[config.mk]
export PLATFORM = sky130hd
export DESIGN_NAME = dsac_top
export DESIGN_NICKNAME = d
export VERILOG_FILES = /design/src/dsac_pkg.sv /design/src/dsac_conv_timer.sv /design/src/dsac_top.sv
export VERILOG_INCLUDE_DIRS = /design/src /design/src/src
export SDC_FILE = /design/constraint.sdc
export NUM_CORES = 1
export LEC_CHECK = 0
export BUFFER_PORTS_ARGS = -buffer_cell sky130_fd_sc_hd__buf_4
export CAP_MARGIN = 20
export CORE_MARGIN = 2
export CORE_UTILIZATION = 55
export CTS_BUF_LIST = sky130_fd_sc_hd__clkbuf_8
export CTS_CLUSTER_DIAMETER = 80
export CTS_CLUSTER_SIZE = 30
export DETAILED_ROUTE_END_ITERATION = 10
export PLACE_DENSITY = 0.76
export SYNTH_ARGS = -nofsm -noshare
export SYNTH_HDL_FRONTEND = slang
export SYNTH_SLANG_ARGS = --single-unit
[constraint.sdc]
create_clock -name SYS_CLK_IN -period 7.6 [get_ports SYS_CLK_IN]
set_input_delay 2.28 -clock SYS_CLK_IN [delete_from_list [all_inputs] [get_ports SYS_CLK_IN]]
set_output_delay 2.28 -clock SYS_CLK_IN [all_outputs]
set_load 0.05 [all_outputs]
[src/dsac_consts.svh]
`ifndef DSAC_CONSTS_SVH
`define DSAC_CONSTS_SVH
// ----------------------------------------
// Register indices (byte address = 4*index)
// ----------------------------------------
`define DSAC_IDX_GAIN     8'h01
`define DSAC_IDX_OFFS     8'h02
`define DSAC_IDX_CHSEL    8'h03
`define DSAC_IDX_RES_LO   8'h04
`define DSAC_IDX_RES_MID  8'h05
`define DSAC_IDX_RES_HI   8'h06
`define DSAC_IDX_MAIN     8'h07
`define DSAC_IDX_AUX      8'h08
`define DSAC_IDX_CLKDIV   8'h09
`define DSAC_IDX_STATUS   8'h0A
// ----------------------------------------
// Field positions
// ----------------------------------------
`define DSAC_MAIN_RST_BIT   7
`define DSAC_MAIN_SLP_BIT   6
`define DSAC_MAIN_OFF_BIT   5
`define DSAC_AUX_HOLD_BIT   2
`define DSAC_AUX_EOC_BIT    1
// ----------------------------------------
// Reset values
// ----------------------------------------
`define DSAC_MAIN_RESET   8'h20
`define DSAC_ZERO8        8'h00
// ----------------------------------------
// Field codes and limits
// ----------------------------------------
`define DSAC_OSR_MAX_CODE 4'h8
`define DSAC_OSR_BASE     32'd32768
`define DSAC_DIV_N30_CODE 3'h0
`define DSAC_DIV_N12_CODE 3'h2
`define DSAC_DIV_N30      32'd30
`define DSAC_DIV_N12      32'd12
`define DSAC_MCLK_BYPASS  5'h1F
`define DSAC_RES_MAX      24'h7F_FFFF
`define DSAC_RES_MIN      24'h80_0000
`endif

[src/dsac_pkg.sv]
`default_nettype none
package dsac_pkg;
  typedef enum logic [1:0] {DSAC_PWR_DOWN, DSAC_SLEEP, DSAC_NORMAL, DSAC_FRESET} dsac_mode_e;
  typedef logic [7:0] dsac_byte_t;
endpackage : dsac_pkg
`default_nettype wire

[src/dsac_conv_timer.sv]
`include "dsac_consts.svh"
`default_nettype none
// ----------------------------------------
// Converter pacing: master clock enable, then N*OSR count
// ----------------------------------------
module dsac_conv_timer #(
  parameter int CW = 32
) (
  input  wire logic          clk_in,
  input  wire logic          rst_n_in,
  input  wire logic          run_in,
  input  wire logic          restart_in,
  input  wire logic [4:0]    mclk_div_in,
  input  wire logic [CW-1:0] period_in,
  output logic               done_out
);
  logic [5:0]    pre_r;
  logic [CW-1:0] cnt_r;
  logic          mclk_en;
  logic [5:0]    pre_lim;

  assign pre_lim = (mclk_div_in == `DSAC_MCLK_BYPASS) ? 6'h00 : 6'({mclk_div_in, 1'b0} + 6'h01);
  // A smaller divide code can leave the prescaler above the new limit
  assign mclk_en = (pre_r >= pre_lim);

  always_ff @(posedge clk_in or negedge rst_n_in) begin
    if (!rst_n_in) begin
      pre_r <= 6'h00;
    end else if (restart_in || mclk_en) begin
      pre_r <= 6'h00;
    end else begin
      pre_r <= pre_r + 6'h01;
    end
  end

  always_ff @(posedge clk_in or negedge rst_n_in) begin
    if (!rst_n_in) begin
      cnt_r    <= '0;
      done_out <= 1'b0;
    end else begin
      done_out <= 1'b0;
      if (restart_in || !run_in) begin
        cnt_r <= '0;
      end else if (mclk_en) begin
        if (cnt_r >= period_in - CW'(1)) begin
          cnt_r    <= '0;
          done_out <= 1'b1;
        end else begin
          cnt_r <= cnt_r + CW'(1);
        end
      end
    end
  end
  a_bypass_rate: assert property (@(posedge clk_in) disable iff (!rst_n_in)
    mclk_div_in == `DSAC_MCLK_BYPASS |-> mclk_en) else $error("bypassed master clock not every cycle");
  a_done_pulse: assert property (@(posedge clk_in) disable iff (!rst_n_in)
    done_out |=> !done_out) else $error("completion longer than one cycle");
endmodule : dsac_conv_timer
`default_nettype wire

[src/dsac_top.sv]
`include "dsac_consts.svh"
`default_nettype none
module dsac_top #(
  parameter int CW = 32
) (
  input  wire logic        SYS_CLK_IN,
  input  wire logic        RESET_N_IN,
  input  wire logic        HSEL_IN,
  input  wire logic [31:0] HADDR_IN,
  input  wire logic [1:0]  HTRANS_IN,
  input  wire logic        HWRITE_IN,
  input  wire logic [2:0]  HSIZE_IN,
  input  wire logic [31:0] HWDATA_IN,
  input  wire logic        HREADY_IN,
  output logic [31:0]      HRDATA_OUT,
  output logic             HREADYOUT_OUT,
  output logic             HRESP_OUT,
  input  wire logic [23:0] MOD_SAMPLE_IN,
  output logic [1:0]       REF_GAIN_OUT,
  output logic [1:0]       CONV_GAIN_OUT,
  output logic [6:0]       AMP_GAIN_OUT,
  output logic             INPUT_SHORT_OUT,
  output logic [1:0]       INPUT_ROUTE_OUT,
  output logic signed [2:0] OFFSET_QUARTERS_OUT,
  output logic [7:0]       NEG_ROUTE_OUT,
  output logic [7:0]       POS_ROUTE_OUT,
  output logic             REF_EXTERNAL_OUT,
  output logic             NEG_REF_BUFFER_EN_OUT,
  output logic             POS_REF_BUFFER_EN_OUT,
  output logic             BANDGAP_ON_OUT,
  output logic             AMP_ON_OUT,
  output logic             MODULATOR_ON_OUT,
  output logic             FILTER_RESET_OUT,
  output logic             CONFIG_ERROR_OUT
);
  // ----------------------------------------
  // Registers
  // ----------------------------------------
  dsac_pkg::dsac_byte_t gain_r, offs_r, chsel_r, main_r, aux_r, clkdiv_r;
  logic [23:0]          result_r;
  logic [7:0]           ap_idx_r;
  logic                 ap_wr_r;
  logic                 ap_rd_r;
  logic [23:0]          mod_s1_r;
  logic [23:0]          mod_s2_r;
  logic [23:0]          mod_s3_r;
  logic [23:0]          mod_word_r;
  logic [31:0]          cfg_prev_r;
  logic                 restart_r;
  dsac_pkg::dsac_mode_e mode;
  logic                 conv_done;
  logic [CW-1:0]        period;
  logic [CW-1:0]        osr;
  logic [CW-1:0]        ndiv;
  logic                 cfg_bad;
  logic                 run;
  logic [31:0]          cfg_now;
  logic                 wr_aux;

  function automatic logic [7:0] onehot3(input logic [2:0] c);
    onehot3 = 8'h01 << c;
  endfunction : onehot3

  // ----------------------------------------
  // AHB-Lite slave: zero wait, always OKAY
  // ----------------------------------------
  always_ff @(posedge SYS_CLK_IN or negedge RESET_N_IN) begin
    if (!RESET_N_IN) begin
      ap_idx_r <= 8'h00;
      ap_wr_r  <= 1'b0;
      ap_rd_r  <= 1'b0;
    end else if (HREADY_IN) begin
      ap_idx_r <= HADDR_IN[9:2];
      ap_wr_r  <= HSEL_IN && HTRANS_IN[1] && HWRITE_IN;
      ap_rd_r  <= HSEL_IN && HTRANS_IN[1] && !HWRITE_IN;
    end
  end
  assign HREADYOUT_OUT = 1'b1;
  assign HRESP_OUT     = 1'b0;

  assign wr_aux = ap_wr_r && (ap_idx_r == `DSAC_IDX_AUX);

  always_ff @(posedge SYS_CLK_IN or negedge RESET_N_IN) begin
    if (!RESET_N_IN) begin
      gain_r   <= `DSAC_ZERO8;
      offs_r   <= `DSAC_ZERO8;
      chsel_r  <= `DSAC_ZERO8;
      main_r   <= `DSAC_MAIN_RESET;
      clkdiv_r <= `DSAC_ZERO8;
    end else if (ap_wr_r) begin
      unique case (ap_idx_r)
        `DSAC_IDX_GAIN:   gain_r   <= {1'b0, HWDATA_IN[6:0]};
        `DSAC_IDX_OFFS:   offs_r   <= {1'b0, HWDATA_IN[6:1], 1'b0};
        `DSAC_IDX_CHSEL:  chsel_r  <= {2'b00, HWDATA_IN[5:0]};
        `DSAC_IDX_MAIN:   main_r   <= HWDATA_IN[7:0];
        `DSAC_IDX_CLKDIV: clkdiv_r <= {3'b000, HWDATA_IN[4:0]};
        default: ;
      endcase
    end
  end

  // Bit 0 is unimplemented and always reads zero
  // set wins over software clear
  always_ff @(posedge SYS_CLK_IN or negedge RESET_N_IN) begin
    if (!RESET_N_IN) begin
      aux_r <= `DSAC_ZERO8;
    end else begin
      if (wr_aux) begin
        aux_r[7:2] <= HWDATA_IN[7:2];
      end
      if (conv_done && !aux_r[`DSAC_AUX_HOLD_BIT]) begin
        aux_r[`DSAC_AUX_EOC_BIT] <= 1'b1;
      end else if (wr_aux && !HWDATA_IN[`DSAC_AUX_EOC_BIT]) begin
        aux_r[`DSAC_AUX_EOC_BIT] <= 1'b0;
      end
      aux_r[0] <= 1'b0;
    end
  end

  // Read mux
  always_comb begin
    HRDATA_OUT = 32'h0000_0000;
    if (ap_rd_r) begin
      unique case (ap_idx_r)
        `DSAC_IDX_GAIN:    HRDATA_OUT[7:0] = gain_r;
        `DSAC_IDX_OFFS:    HRDATA_OUT[7:0] = offs_r;
        `DSAC_IDX_CHSEL:   HRDATA_OUT[7:0] = chsel_r;
        `DSAC_IDX_RES_LO:  HRDATA_OUT[7:0] = result_r[7:0];
        `DSAC_IDX_RES_MID: HRDATA_OUT[7:0] = result_r[15:8];
        `DSAC_IDX_RES_HI:  HRDATA_OUT[7:0] = result_r[23:16];
        `DSAC_IDX_MAIN:    HRDATA_OUT[7:0] = main_r;
        `DSAC_IDX_AUX:     HRDATA_OUT[7:0] = aux_r;
        `DSAC_IDX_CLKDIV:  HRDATA_OUT[7:0] = clkdiv_r;
        `DSAC_IDX_STATUS:  HRDATA_OUT[2:0] = {cfg_bad, 2'(mode)};
        default:           HRDATA_OUT = 32'h0000_0000;
      endcase
    end
  end

  // ----------------------------------------
  // Operating mode
  // ----------------------------------------
  // power-off dominates
  always_comb begin
    if (main_r[`DSAC_MAIN_OFF_BIT]) begin
      mode = dsac_pkg::DSAC_PWR_DOWN;
    end else if (main_r[`DSAC_MAIN_SLP_BIT]) begin
      mode = dsac_pkg::DSAC_SLEEP;
    end else if (main_r[`DSAC_MAIN_RST_BIT]) begin
      mode = dsac_pkg::DSAC_FRESET;
    end else begin
      mode = dsac_pkg::DSAC_NORMAL;
    end
  end

  assign BANDGAP_ON_OUT   = (mode != dsac_pkg::DSAC_PWR_DOWN);
  assign AMP_ON_OUT       = (mode != dsac_pkg::DSAC_PWR_DOWN);
  assign MODULATOR_ON_OUT = (mode == dsac_pkg::DSAC_NORMAL) || (mode == dsac_pkg::DSAC_FRESET);
  assign FILTER_RESET_OUT = (mode == dsac_pkg::DSAC_FRESET) || (mode == dsac_pkg::DSAC_PWR_DOWN);

  // ----------------------------------------
  // Analog steering decodes
  // ----------------------------------------
  // ref gain code
  assign REF_GAIN_OUT  = gain_r[6:5];
  assign CONV_GAIN_OUT = gain_r[4:3];
  // amp gain one-hot power of two
  assign AMP_GAIN_OUT  = (gain_r[2:0] == 3'h7) ? 7'h00 : 7'(onehot3(gain_r[2:0]));
  assign INPUT_SHORT_OUT = offs_r[6];
  assign INPUT_ROUTE_OUT = offs_r[5:4];
  assign OFFSET_QUARTERS_OUT = offs_r[3] ? -$signed({1'b0, offs_r[2:1]}) : $signed({1'b0, offs_r[2:1]});
  assign NEG_ROUTE_OUT = onehot3(chsel_r[5:3]) & 8'hF3;
  assign POS_ROUTE_OUT = onehot3(chsel_r[2:0]) & 8'hD3;
  assign REF_EXTERNAL_OUT = main_r[0];
  assign NEG_REF_BUFFER_EN_OUT = aux_r[4];
  assign POS_REF_BUFFER_EN_OUT = aux_r[3];

  // ----------------------------------------
  // Conversion pacing
  // ----------------------------------------
  // oversampling ratio
  assign osr = CW'(`DSAC_OSR_BASE >> main_r[4:1]);
  assign ndiv = (aux_r[7:5] == `DSAC_DIV_N12_CODE) ? CW'(`DSAC_DIV_N12) : CW'(`DSAC_DIV_N30);
  assign cfg_bad = (main_r[4:1] > `DSAC_OSR_MAX_CODE) ||
                   ((aux_r[7:5] != `DSAC_DIV_N30_CODE) && (aux_r[7:5] != `DSAC_DIV_N12_CODE));
  assign CONFIG_ERROR_OUT = cfg_bad;
  assign period = CW'(osr * ndiv);
  assign run    = (mode == dsac_pkg::DSAC_NORMAL) && !cfg_bad;

  // The restart lags a change by one cycle; the timer then counts from zero
  // gain, channel, ref, OSR, divider or clock change restarts accumulation; offset changes do not
  assign cfg_now = {gain_r, chsel_r, main_r[4:0], aux_r[7:5], clkdiv_r};
  always_ff @(posedge SYS_CLK_IN or negedge RESET_N_IN) begin
    if (!RESET_N_IN) begin
      cfg_prev_r <= 32'h0000_0000;
      restart_r  <= 1'b1;
    end else begin
      cfg_prev_r <= cfg_now;
      restart_r  <= (cfg_prev_r != cfg_now) || (mode != dsac_pkg::DSAC_NORMAL);
    end
  end

  dsac_conv_timer #(
    .CW (CW)
  ) u_timer (
    .clk_in      (SYS_CLK_IN),
    .rst_n_in    (RESET_N_IN),
    .run_in      (run),
    .restart_in  (restart_r),
    .mclk_div_in (clkdiv_r[4:0]),
    .period_in   (period),
    .done_out    (conv_done)
  );

  // ----------------------------------------
  // Result capture
  // ----------------------------------------
  // Modulator sample arrives from the analog side
  always_ff @(posedge SYS_CLK_IN or negedge RESET_N_IN) begin
    if (!RESET_N_IN) begin
      mod_s1_r <= 24'h00_0000;
      mod_s2_r <= 24'h00_0000;
      mod_s3_r <= 24'h00_0000;
    end else begin
      mod_s1_r <= MOD_SAMPLE_IN;
      mod_s2_r <= mod_s1_r;
      mod_s3_r <= mod_s2_r;
    end
  end

  // The word crosses with no handshake: only a value seen twice in a row
  // is taken, so a capture never mixes bits of two samples
  always_ff @(posedge SYS_CLK_IN or negedge RESET_N_IN) begin
    if (!RESET_N_IN) begin
      mod_word_r <= 24'h00_0000;
    end else if (mod_s3_r == mod_s2_r) begin
      mod_word_r <= mod_s3_r;
    end
  end

  always_ff @(posedge SYS_CLK_IN or negedge RESET_N_IN) begin
    if (!RESET_N_IN) begin
      result_r <= 24'h00_0000;
    end else if (conv_done && !aux_r[`DSAC_AUX_HOLD_BIT]) begin
      result_r <= mod_word_r;
    end
  end

  // ----------------------------------------
  // Assertions
  // ----------------------------------------
  a_eoc_sets: assert property (@(posedge SYS_CLK_IN) disable iff (!RESET_N_IN)
    conv_done && !aux_r[2] |=> aux_r[1]) else $error("eoc not set");
  a_eoc_frozen: assert property (@(posedge SYS_CLK_IN) disable iff (!RESET_N_IN)
    aux_r[2] && !wr_aux |=> $stable(aux_r[1])) else $error("eoc moved while latched");
  a_hold_result: assert property (@(posedge SYS_CLK_IN) disable iff (!RESET_N_IN)
    aux_r[2] |=> $stable(result_r)) else $error("result changed while latched");
  a_off_dominates: assert property (@(posedge SYS_CLK_IN) disable iff (!RESET_N_IN)
    main_r[5] |-> !BANDGAP_ON_OUT && !MODULATOR_ON_OUT) else $error("power off ignored");
  a_sleep_amp: assert property (@(posedge SYS_CLK_IN) disable iff (!RESET_N_IN)
    !main_r[5] && main_r[6] |-> AMP_ON_OUT && !MODULATOR_ON_OUT) else $error("sleep mode wrong");
  a_freset_nodone: assert property (@(posedge SYS_CLK_IN) disable iff (!RESET_N_IN)
    main_r[7] ##1 main_r[7] |-> !conv_done) else $error("conversion during filter reset");
  a_amp_gain: assert property (@(posedge SYS_CLK_IN) disable iff (!RESET_N_IN)
    gain_r[2:0] == 3'h6 |-> AMP_GAIN_OUT == 7'h40) else $error("amp gain 64 wrong");
  a_offset_zero: assert property (@(posedge SYS_CLK_IN) disable iff (!RESET_N_IN)
    offs_r[2:1] == 2'b00 |-> OFFSET_QUARTERS_OUT == 3'sd0) else $error("offset not zero");
  a_period: assert property (@(posedge SYS_CLK_IN) disable iff (!RESET_N_IN)
    main_r[4:1] == 4'h8 && aux_r[7:5] == 3'h2 |-> period == CW'(1536)) else $error("period wrong");
  a_eoc_kept: assert property (@(posedge SYS_CLK_IN) disable iff (!RESET_N_IN)
    aux_r[1] && !(wr_aux && !HWDATA_IN[1]) |=> aux_r[1]) else $error("eoc cleared by hardware");
  a_restart_quiet: assert property (@(posedge SYS_CLK_IN) disable iff (!RESET_N_IN)
    restart_r |=> !conv_done) else $error("completion during restart");
  a_result_done: assert property (@(posedge SYS_CLK_IN) disable iff (!RESET_N_IN)
    !conv_done |=> $stable(result_r)) else $error("result changed without completion");
  a_osr_top: assert property (@(posedge SYS_CLK_IN) disable iff (!RESET_N_IN)
    main_r[4:1] == 4'h0 |-> osr == CW'(`DSAC_OSR_BASE)) else $error("oversampling ratio wrong");
  a_bad_norun: assert property (@(posedge SYS_CLK_IN) disable iff (!RESET_N_IN)
    cfg_bad |=> !conv_done) else $error("completion with reserved code");
  a_div_n30: assert property (@(posedge SYS_CLK_IN) disable iff (!RESET_N_IN)
    aux_r[7:5] == 3'h0 |-> ndiv == CW'(`DSAC_DIV_N30)) else $error("divide thirty wrong");
  a_neg_cmode: assert property (@(posedge SYS_CLK_IN) disable iff (!RESET_N_IN)
    chsel_r[5:3] == 3'h6 |-> NEG_ROUTE_OUT == 8'h40) else $error("negative common mode route wrong");
  a_neg_resv: assert property (@(posedge SYS_CLK_IN) disable iff (!RESET_N_IN)
    chsel_r[5:4] == 2'b01 |-> NEG_ROUTE_OUT == 8'h00) else $error("negative reserved route open");
  a_pos_resv: assert property (@(posedge SYS_CLK_IN) disable iff (!RESET_N_IN)
    chsel_r[2:0] == 3'h5 |-> POS_ROUTE_OUT == 8'h00) else $error("positive reserved route open");
  a_freset_out: assert property (@(posedge SYS_CLK_IN) disable iff (!RESET_N_IN)
    mode == dsac_pkg::DSAC_FRESET |-> FILTER_RESET_OUT && MODULATOR_ON_OUT) else $error("filter reset mode wrong");
  a_normal_on: assert property (@(posedge SYS_CLK_IN) disable iff (!RESET_N_IN)
    mode == dsac_pkg::DSAC_NORMAL |-> AMP_ON_OUT && MODULATOR_ON_OUT && !FILTER_RESET_OUT) else $error("normal mode wrong");
  a_sleep_filter: assert property (@(posedge SYS_CLK_IN) disable iff (!RESET_N_IN)
    !main_r[5] && main_r[6] |-> BANDGAP_ON_OUT && !FILTER_RESET_OUT) else $error("sleep mode filter wrong");
  a_amp_resv: assert property (@(posedge SYS_CLK_IN) disable iff (!RESET_N_IN)
    gain_r[2:0] == 3'h7 |-> AMP_GAIN_OUT == 7'h00) else $error("reserved amp gain not zero");
  a_offset_neg: assert property (@(posedge SYS_CLK_IN) disable iff (!RESET_N_IN)
    offs_r[3:1] == 3'h7 |-> OFFSET_QUARTERS_OUT == -3'sd3) else $error("offset minus three wrong");
  a_down_idle: assert property (@(posedge SYS_CLK_IN) disable iff (!RESET_N_IN)
    mode == dsac_pkg::DSAC_PWR_DOWN |=> !conv_done) else $error("completion while powered off");
endmodule : dsac_top
`default_nettype wire

==> flow_metrics.tcl, run 1 <==
set metrics [dict create \
    placed_area_um2 14400 \
    grt_overflow 0 \
    status "finished, final reports clean" \
    rows 57 \
    cp_data_arrival_time_ps 7390 \
    syn2layout_area_growth_pct 8.24 \
    grt_usage_pct 21.6 \
    worstMarginPinSlew_ps 1000 \
    cts_resized 0 \
    io_buffers 89 \
    max-vdd-ir-drop_mv 0.193 \
    power.total_mw 2.58 \
    core_um2 24300 \
    vias 9289 \
    clkLatencyLatePin_ps 550 \
    drt_pass1_iterations 7 \
    synth_edf_count 0 \
    required_ps 8050 \
    grt_pass1_vias 9336 \
    min_to "mod_s2_r[19]" \
    numCtsBuffers 13 \
    timing.rr.end "u_timer.cnt_r[12]" \
    cts_hold_buf 0 \
    setup_tns_ps 0 \
    cap_violations 0 \
    post_cts_buffers 0 \
    crit_type "register to register" \
    netlist_area_um2 13600 \
    setup_viol 0 \
    synth_top_cell_area_share_pct 42.9 \
    reg2regPathDepth 26 \
    antenna_found_initial 0 \
    final-hold-violation-count 0 \
    fillers 2032 \
    syn_area_per_cell_um2 10.8 \
    clock_sinks 235 \
    drive_gt1_share_pct 19.3 \
    ys_types 74 \
    slew_headroom_pct 33.1 \
    fin_cells 1650 \
    synthFlopType "dfrtp_1" \
    netlist_instances 1261 \
    cp-end-kind "register" \
    dp_cells 1628 \
    drtIter0Drc 626 \
    min_path_type "register to register" \
    finClkSkew_ps 49.3 \
    seq_area_um2 5880 \
    synth_area_leaders "dfrtp_1 43%, ha_1 8.7%, mux2_2 7.6%" \
    rsz0062_at_grt "no" \
    dp_hpwl_um 20500 \
    timing.reg2reg.setup_slack_ps 660 \
    period_needed_ps 6940 \
    drc 0 \
    critical_path.max_fanout 21 \
    yosysWarnings 0 \
    die_area_um2 26000 \
    fmaxAchievable_ghz 0.144 \
    min_from "mod_s1_r[19]" \
    rr_startpoint "aux_r[5]" \
    fp.dieW_um 161 \
    initial_utilization_pct 55.9 \
    grt_pass1_wl_um 46100 \
    p_per_area_nw_per_um2 175 \
    wl_per_cell_um 16.7 \
    ys_seq_area_share_pct 43.3 \
    slew_viol_final 0 \
    clk_pin_slew_ps 160 \
    worst_hold_slack_ps 319 \
    yosysTopAreaCell "dfrtp_1" \
    drt.antenna.violating_nets 0 \
    synth_common_cells "233 x dfrtp_1, 159 x inv_1, 95 x ha_1" \
    nets 1541 \
    leakagePower_nw 7.27 \
    post-route-period-util_pct 91.3 \
    grt_max_degree 94 \
    yosys_register_bits 235 \
    multi_input_area_um2 6710 \
    cts_tree "built" \
    vias_per_cell 5.63 \
    yosysMostFrequentCell "dfrtp_1" \
    start_kind "register" \
    wirelength_um 27600 \
    root_buffer "clkbuf_8" \
    async_reset_ff_share_pct 100 \
    n_antenna_cell 0 \
    place_congestion 0.873 \
    die_h_um 161 \
    h-tree-depth 1 \
    ios 173 \
    final_area_um2 14700 \
    whs_path_depth 0 \
    clock_path_buffers 3 \
]
-- cells in the final DEF, fill, tap and decap left out, drive strengths merged, types with 4 or more instances in the layout --
| master | instances |
|---|---|
| dfrtp | 233 |
| inv | 163 |
| buf | 104 |
| mux2 | 97 |
| ha | 95 |
| nand2 | 70 |
| nor2 | 48 |
| nand4 | 45 |
| xnor2 | 42 |
| conb | 31 |
| a31oi | 30 |
| xor2 | 30 |
| fa | 29 |
| nand3 | 27 |
| nor3 | 26 |
| a21oi | 25 |
| mux2i | 21 |
| and3 | 20 |
| a21o | 19 |
| o21ai | 17 |
| clkbuf | 13 |
| a22oi | 11 |
| nor3b | 11 |
| a22o | 10 |
| nor4 | 10 |
| nand2b | 9 |
| a31o | 9 |
| o21bai | 6 |
| or3 | 6 |
| mux4 | 6 |
| a221oi | 6 |
| and2 | 5 |
| or2 | 5 |
| a211oi | 4 |
| o22ai | 4 |
| nor2b | 4 |
-- state kept, by name, indices dropped and copies added (netlist names), 5 cells and up --
register,flops
u_timer.pre_r,6
main_r,8
ap_idx_r,8
chsel_r,6
result_r,24
mod_s3_r,24
offs_r,6
mod_s1_r,24
cfg_prev_r,26
gain_r,7
mod_s2_r,24
mod_word_r,24
clkdiv_r,5
aux_r,7
u_timer.cnt_r,32
-- final cells by class --
cell class | count | area share (%)
clock buffers | 13 | 1.22
inverters | 159 | 4.06
repair buffers | 104 | 5.50
clock inverters | 9 | 0.876
flip-flops and latches | 235 | 40.0
well taps | 324 | 2.76
multi-input cells | 806 | 45.6
-- routing by layer --
metal / global-route usage, % / vias up / part of all wire [%] / routed length, um
met2: 37.6 / 201 / 50 / 13800
li1: - / 4387 / - / -
met4: 4.99 / 0 / 2.0 / 556
met1: 29.1 / 4657 / 44 / 12000
met5: 0 / - / 0 / 0
met3: 2.82 / 44 / 4.1 / 1130
-- worst max-delay path: stages, from the launching register on --
cell,delay (ps)
dfrtp_1,510
nor2_1,180
nand2_1,360
nand2_1,240
inv_1,70
ha_1,310
fa_1,490
inv_1,60
fa_1,540
inv_1,80
fa_1,460
a21o_1,200
a221oi_2,320
o21bai_1,100
a21oi_1,290
nand2_1,100
a221oi_1,330
xor2_1,190
ha_1,280
nand4_1,130
nor2_1,90
a221oi_2,260
o211ai_1,200
a211oi_4,430
buf_4,320
a31o_2,190
a22o_1,130
-- metrics by stage --
step                util, %  worst slack [ps]
global placement       59.1               894
finish                 60.5               663
global route           60.5              62.2
detailed placement     59.2               721
CTS                    60.5               639
floorplan                 -              1520
-- power breakdown --
part | internal [mW] | total [mW] | switching (mW)
clock network | 0.217 | 0.632 | 0.414
registers | 1.29 | 1.35 | 0.0515
logic | 0.236 | 0.602 | 0.366
total | 1.75 | 2.58 | 0.832
-- cell families after synthesis --
group,share of synthesized area [%]
XOR/XNOR,4.64
adder cells (fa/ha/maj),13.0
flip-flops,43.3
multiplexers,10.6
AND/OR/NAND/NOR,11.7
AO/OA/AOI/OAI,8.43
buffers and inverters,8.29
other,0.0553
-- worst max path at each step --
stage	from	end	cells past startpoint	slack (ps)
2_1_floorplan	main_r[1]	u_timer.cnt_r[2]	28	1520
3_3_place_gp	aux_r[5]	u_timer.cnt_r[10]	26	890
3_5_place_dp	aux_r[5]	u_timer.cnt_r[5]	25	720
4_1_cts	aux_r[5]	u_timer.cnt_r[5]	25	640
5_1_grt	aux_r[5]	u_timer.cnt_r[5]	25	60
6_report	aux_r[5]	u_timer.cnt_r[12]	26	660
Power figures use the tool's default switching activity.
==> run 2, diff against run 1 <==
==> constraint.sdc (replaced) <==
create_clock -name SYS_CLK_IN -period 7.62 [get_ports SYS_CLK_IN]
set_input_delay 2.286 -clock SYS_CLK_IN [delete_from_list [all_inputs] [get_ports SYS_CLK_IN]]
set_output_delay 2.286 -clock SYS_CLK_IN [all_outputs]
set_load 0.005 [all_outputs]
==> run 2 against run 1 <==
Clock power is 5.2% lower. Critical endpoint unchanged. Die area stayed put. Fmax shrank 0.69%. Critical path depth is the same. Non-clock buffer count stayed put. Design area shrank 0.18%. Sequential power hardly changed. Critical path type unchanged. Global-route usage about the same. Wire length down 0.64%. Hold slack improved by 38 ps. Utilization decreased by 0.11 points. Cell count decreased by 0.12%.
==> flow_metrics.tcl, run 2 (synthesized netlist as in run 1, its figures left out) <==
set metrics [dict create \
    final_common_cell "dfrtp_1" \
    grt_overflow 0 \
    post-route-period-util_pct 91.7 \
    vias 9210 \
    critical_path.max_fanout 21 \
    top_regs "u_timer.cnt_r x32, cfg_prev_r x26" \
    drt.antenna.violating_nets 0 \
    setup_viol 0 \
    use_met1_pct 28.6 \
    root_buffer "clkbuf_8" \
    crit_type "register to register" \
    max-vdd-ir-drop_mv 0.188 \
    cp-end-kind "register" \
    wl_per_cell_um 16.6 \
    io_buffers 89 \
    start_kind "register" \
    grt_max_degree 143 \
    numCtsBuffers 13 \
    grt_pass1_wl_um 46000 \
    p_per_area_nw_per_um2 168 \
    slew_viol_final 0 \
    cts_hold_buf 0 \
    grt_pass1_vias 9249 \
    grt_usage_pct 21.6 \
    seq_area_um2 5880 \
    clk_pin_slew_ps 170 \
    worstMarginPinSlew_ps 853 \
    cap_violations 0 \
    post_cts_buffers 0 \
    rows 57 \
    clkLatencyLatePin_ps 570 \
    vias_per_cell 5.59 \
    antenna_found_initial 0 \
    finClkSkew_ps 77.5 \
    leakagePower_nw 7.25 \
    clock_path_buffers 3 \
    clock_sinks 235 \
    final_cell_mix "233 x dfrtp_1, 161 x inv_1, 101 x buf_4, 95 x ha_1, 92 x mux2_2" \
    required_ps 8060 \
    largest-register "u_timer.cnt_r" \
    min_path_type "register to register" \
    core_um2 24300 \
    die_area_um2 26000 \
    ios 173 \
    post-route-util_pct 60.4 \
    cts_tree "built" \
    fillers 1988 \
    n_antenna_cell 0 \
    status "finished, final reports clean" \
    final-hold-violation-count 0 \
    drtIter0Drc 545 \
    cts_resized 0 \
    drive_gt1_share_pct 19.3 \
    largest_reg_flops 32 \
    critPathSlowestCell "fa_1" \
    grt_use_met3_pct 2.82 \
    rsz0062_at_grt "no" \
    multi_input_area_um2 6710 \
    grt_util_met2_pct 38.2 \
    drt_pass1_iterations 5 \
    die_h_um 161 \
    drc 0 \
    fmaxAchievable_ghz 0.143 \
    period_needed_ps 6980 \
    dp_hpwl_um 20400 \
    grt-busiest-layer "met2" \
    fp.dieW_um 161 \
    syn2layout_area_growth_pct 8.05 \
    timing.reg2reg.setup_slack_ps 640 \
    slowest_delay_ps 530 \
    setup_tns_ps 0 \
    h-tree-depth 1 \
    place_congestion 0.853 \
    cp_data_arrival_time_ps 7430 \
    initial_utilization_pct 55.9 \
    wirelength_um 27400 \
    nets 1541 \
    slew_headroom_pct 41.7 \
]
-- run 2: cell count changes in the layout (fill, tap and decap cells not counted), sizes merged --
cell,previous run,this run
inv,163,164
bufinv,1,0
clkinv,3,1
-- run 2: metrics by stage --
| step | total power, mW | hold slack (ps) | cell area (um^2) | cells | worst slack [ps] |
|---|---|---|---|---|---|
| detailed placement | 1.90 | 335 | 14400 | 1628 | 771 |
| floorplan | 1.75 | 331 | 13700 | 1290 | 1540 |
| global placement | 1.88 | 332 | 14400 | 1627 | 925 |
| global route | 2.63 | 360 | 14700 | 1648 | 122 |
| finish | 2.47 | 357 | 14700 | 1648 | 635 |
| CTS | 2.50 | 359 | 14700 | 1648 | 633 |
-- run 2: final cells by class --
cell class,count,area share (%)
multi-input cells,806,45.7
flip-flops and latches,235,40.1
repair buffers,104,5.59
inverters,159,4.07
well taps,324,2.76
clock buffers,13,1.22
clock inverters,7,0.614
-- run 2: worst paths after layout --
| kind | startpoint | endpoint | cells past startpoint |
|---|---|---|---|
| setup / recovery | aux_r[5] | u_timer.cnt_r[12] | 26 |
| hold / removal | mod_s1_r[20] | mod_s2_r[20] | 0 |
| setup reg to reg | aux_r[5] | u_timer.cnt_r[12] | 26 |
| hold reg to reg | mod_s1_r[20] | mod_s2_r[20] | 0 |
| max in group asynchronous | RESET_N_IN | u_timer.pre_r[3] | 2 |
| min in group asynchronous | RESET_N_IN | u_timer.cnt_r[31] | 1 |
-- run 2: per-layer routing --
layer | vias up | routed length (um)
li1 | 4379 | -
met1 | 4611 | 11700
met2 | 186 | 14100
met3 | 34 | 1090
met4 | 0 | 541
met5 | - | 0
-- run 2: report_power, final --
part / total, mW / internal, mW / switching, mW / leakage (nW)
Combinational: 0.539 / 0.236 / 0.303 / 4.17
Sequential: 1.33 / 1.29 / 0.0416 / 2.94
Clock: 0.599 / 0.184 / 0.415 / 0.137
Total: 2.47 / 1.71 / 0.760 / 7.25
-- run 2: worst max-delay path: cells and delay by family (launching register included) --
kind	cells	cell delay, ps
buffers and inverters	4	500
flip-flops	1	510
adder cells (fa/ha/maj)	5	2050
AO/OA/AOI/OAI	10	2450
AND/OR/NAND/NOR	6	1150
XOR/XNOR	1	190
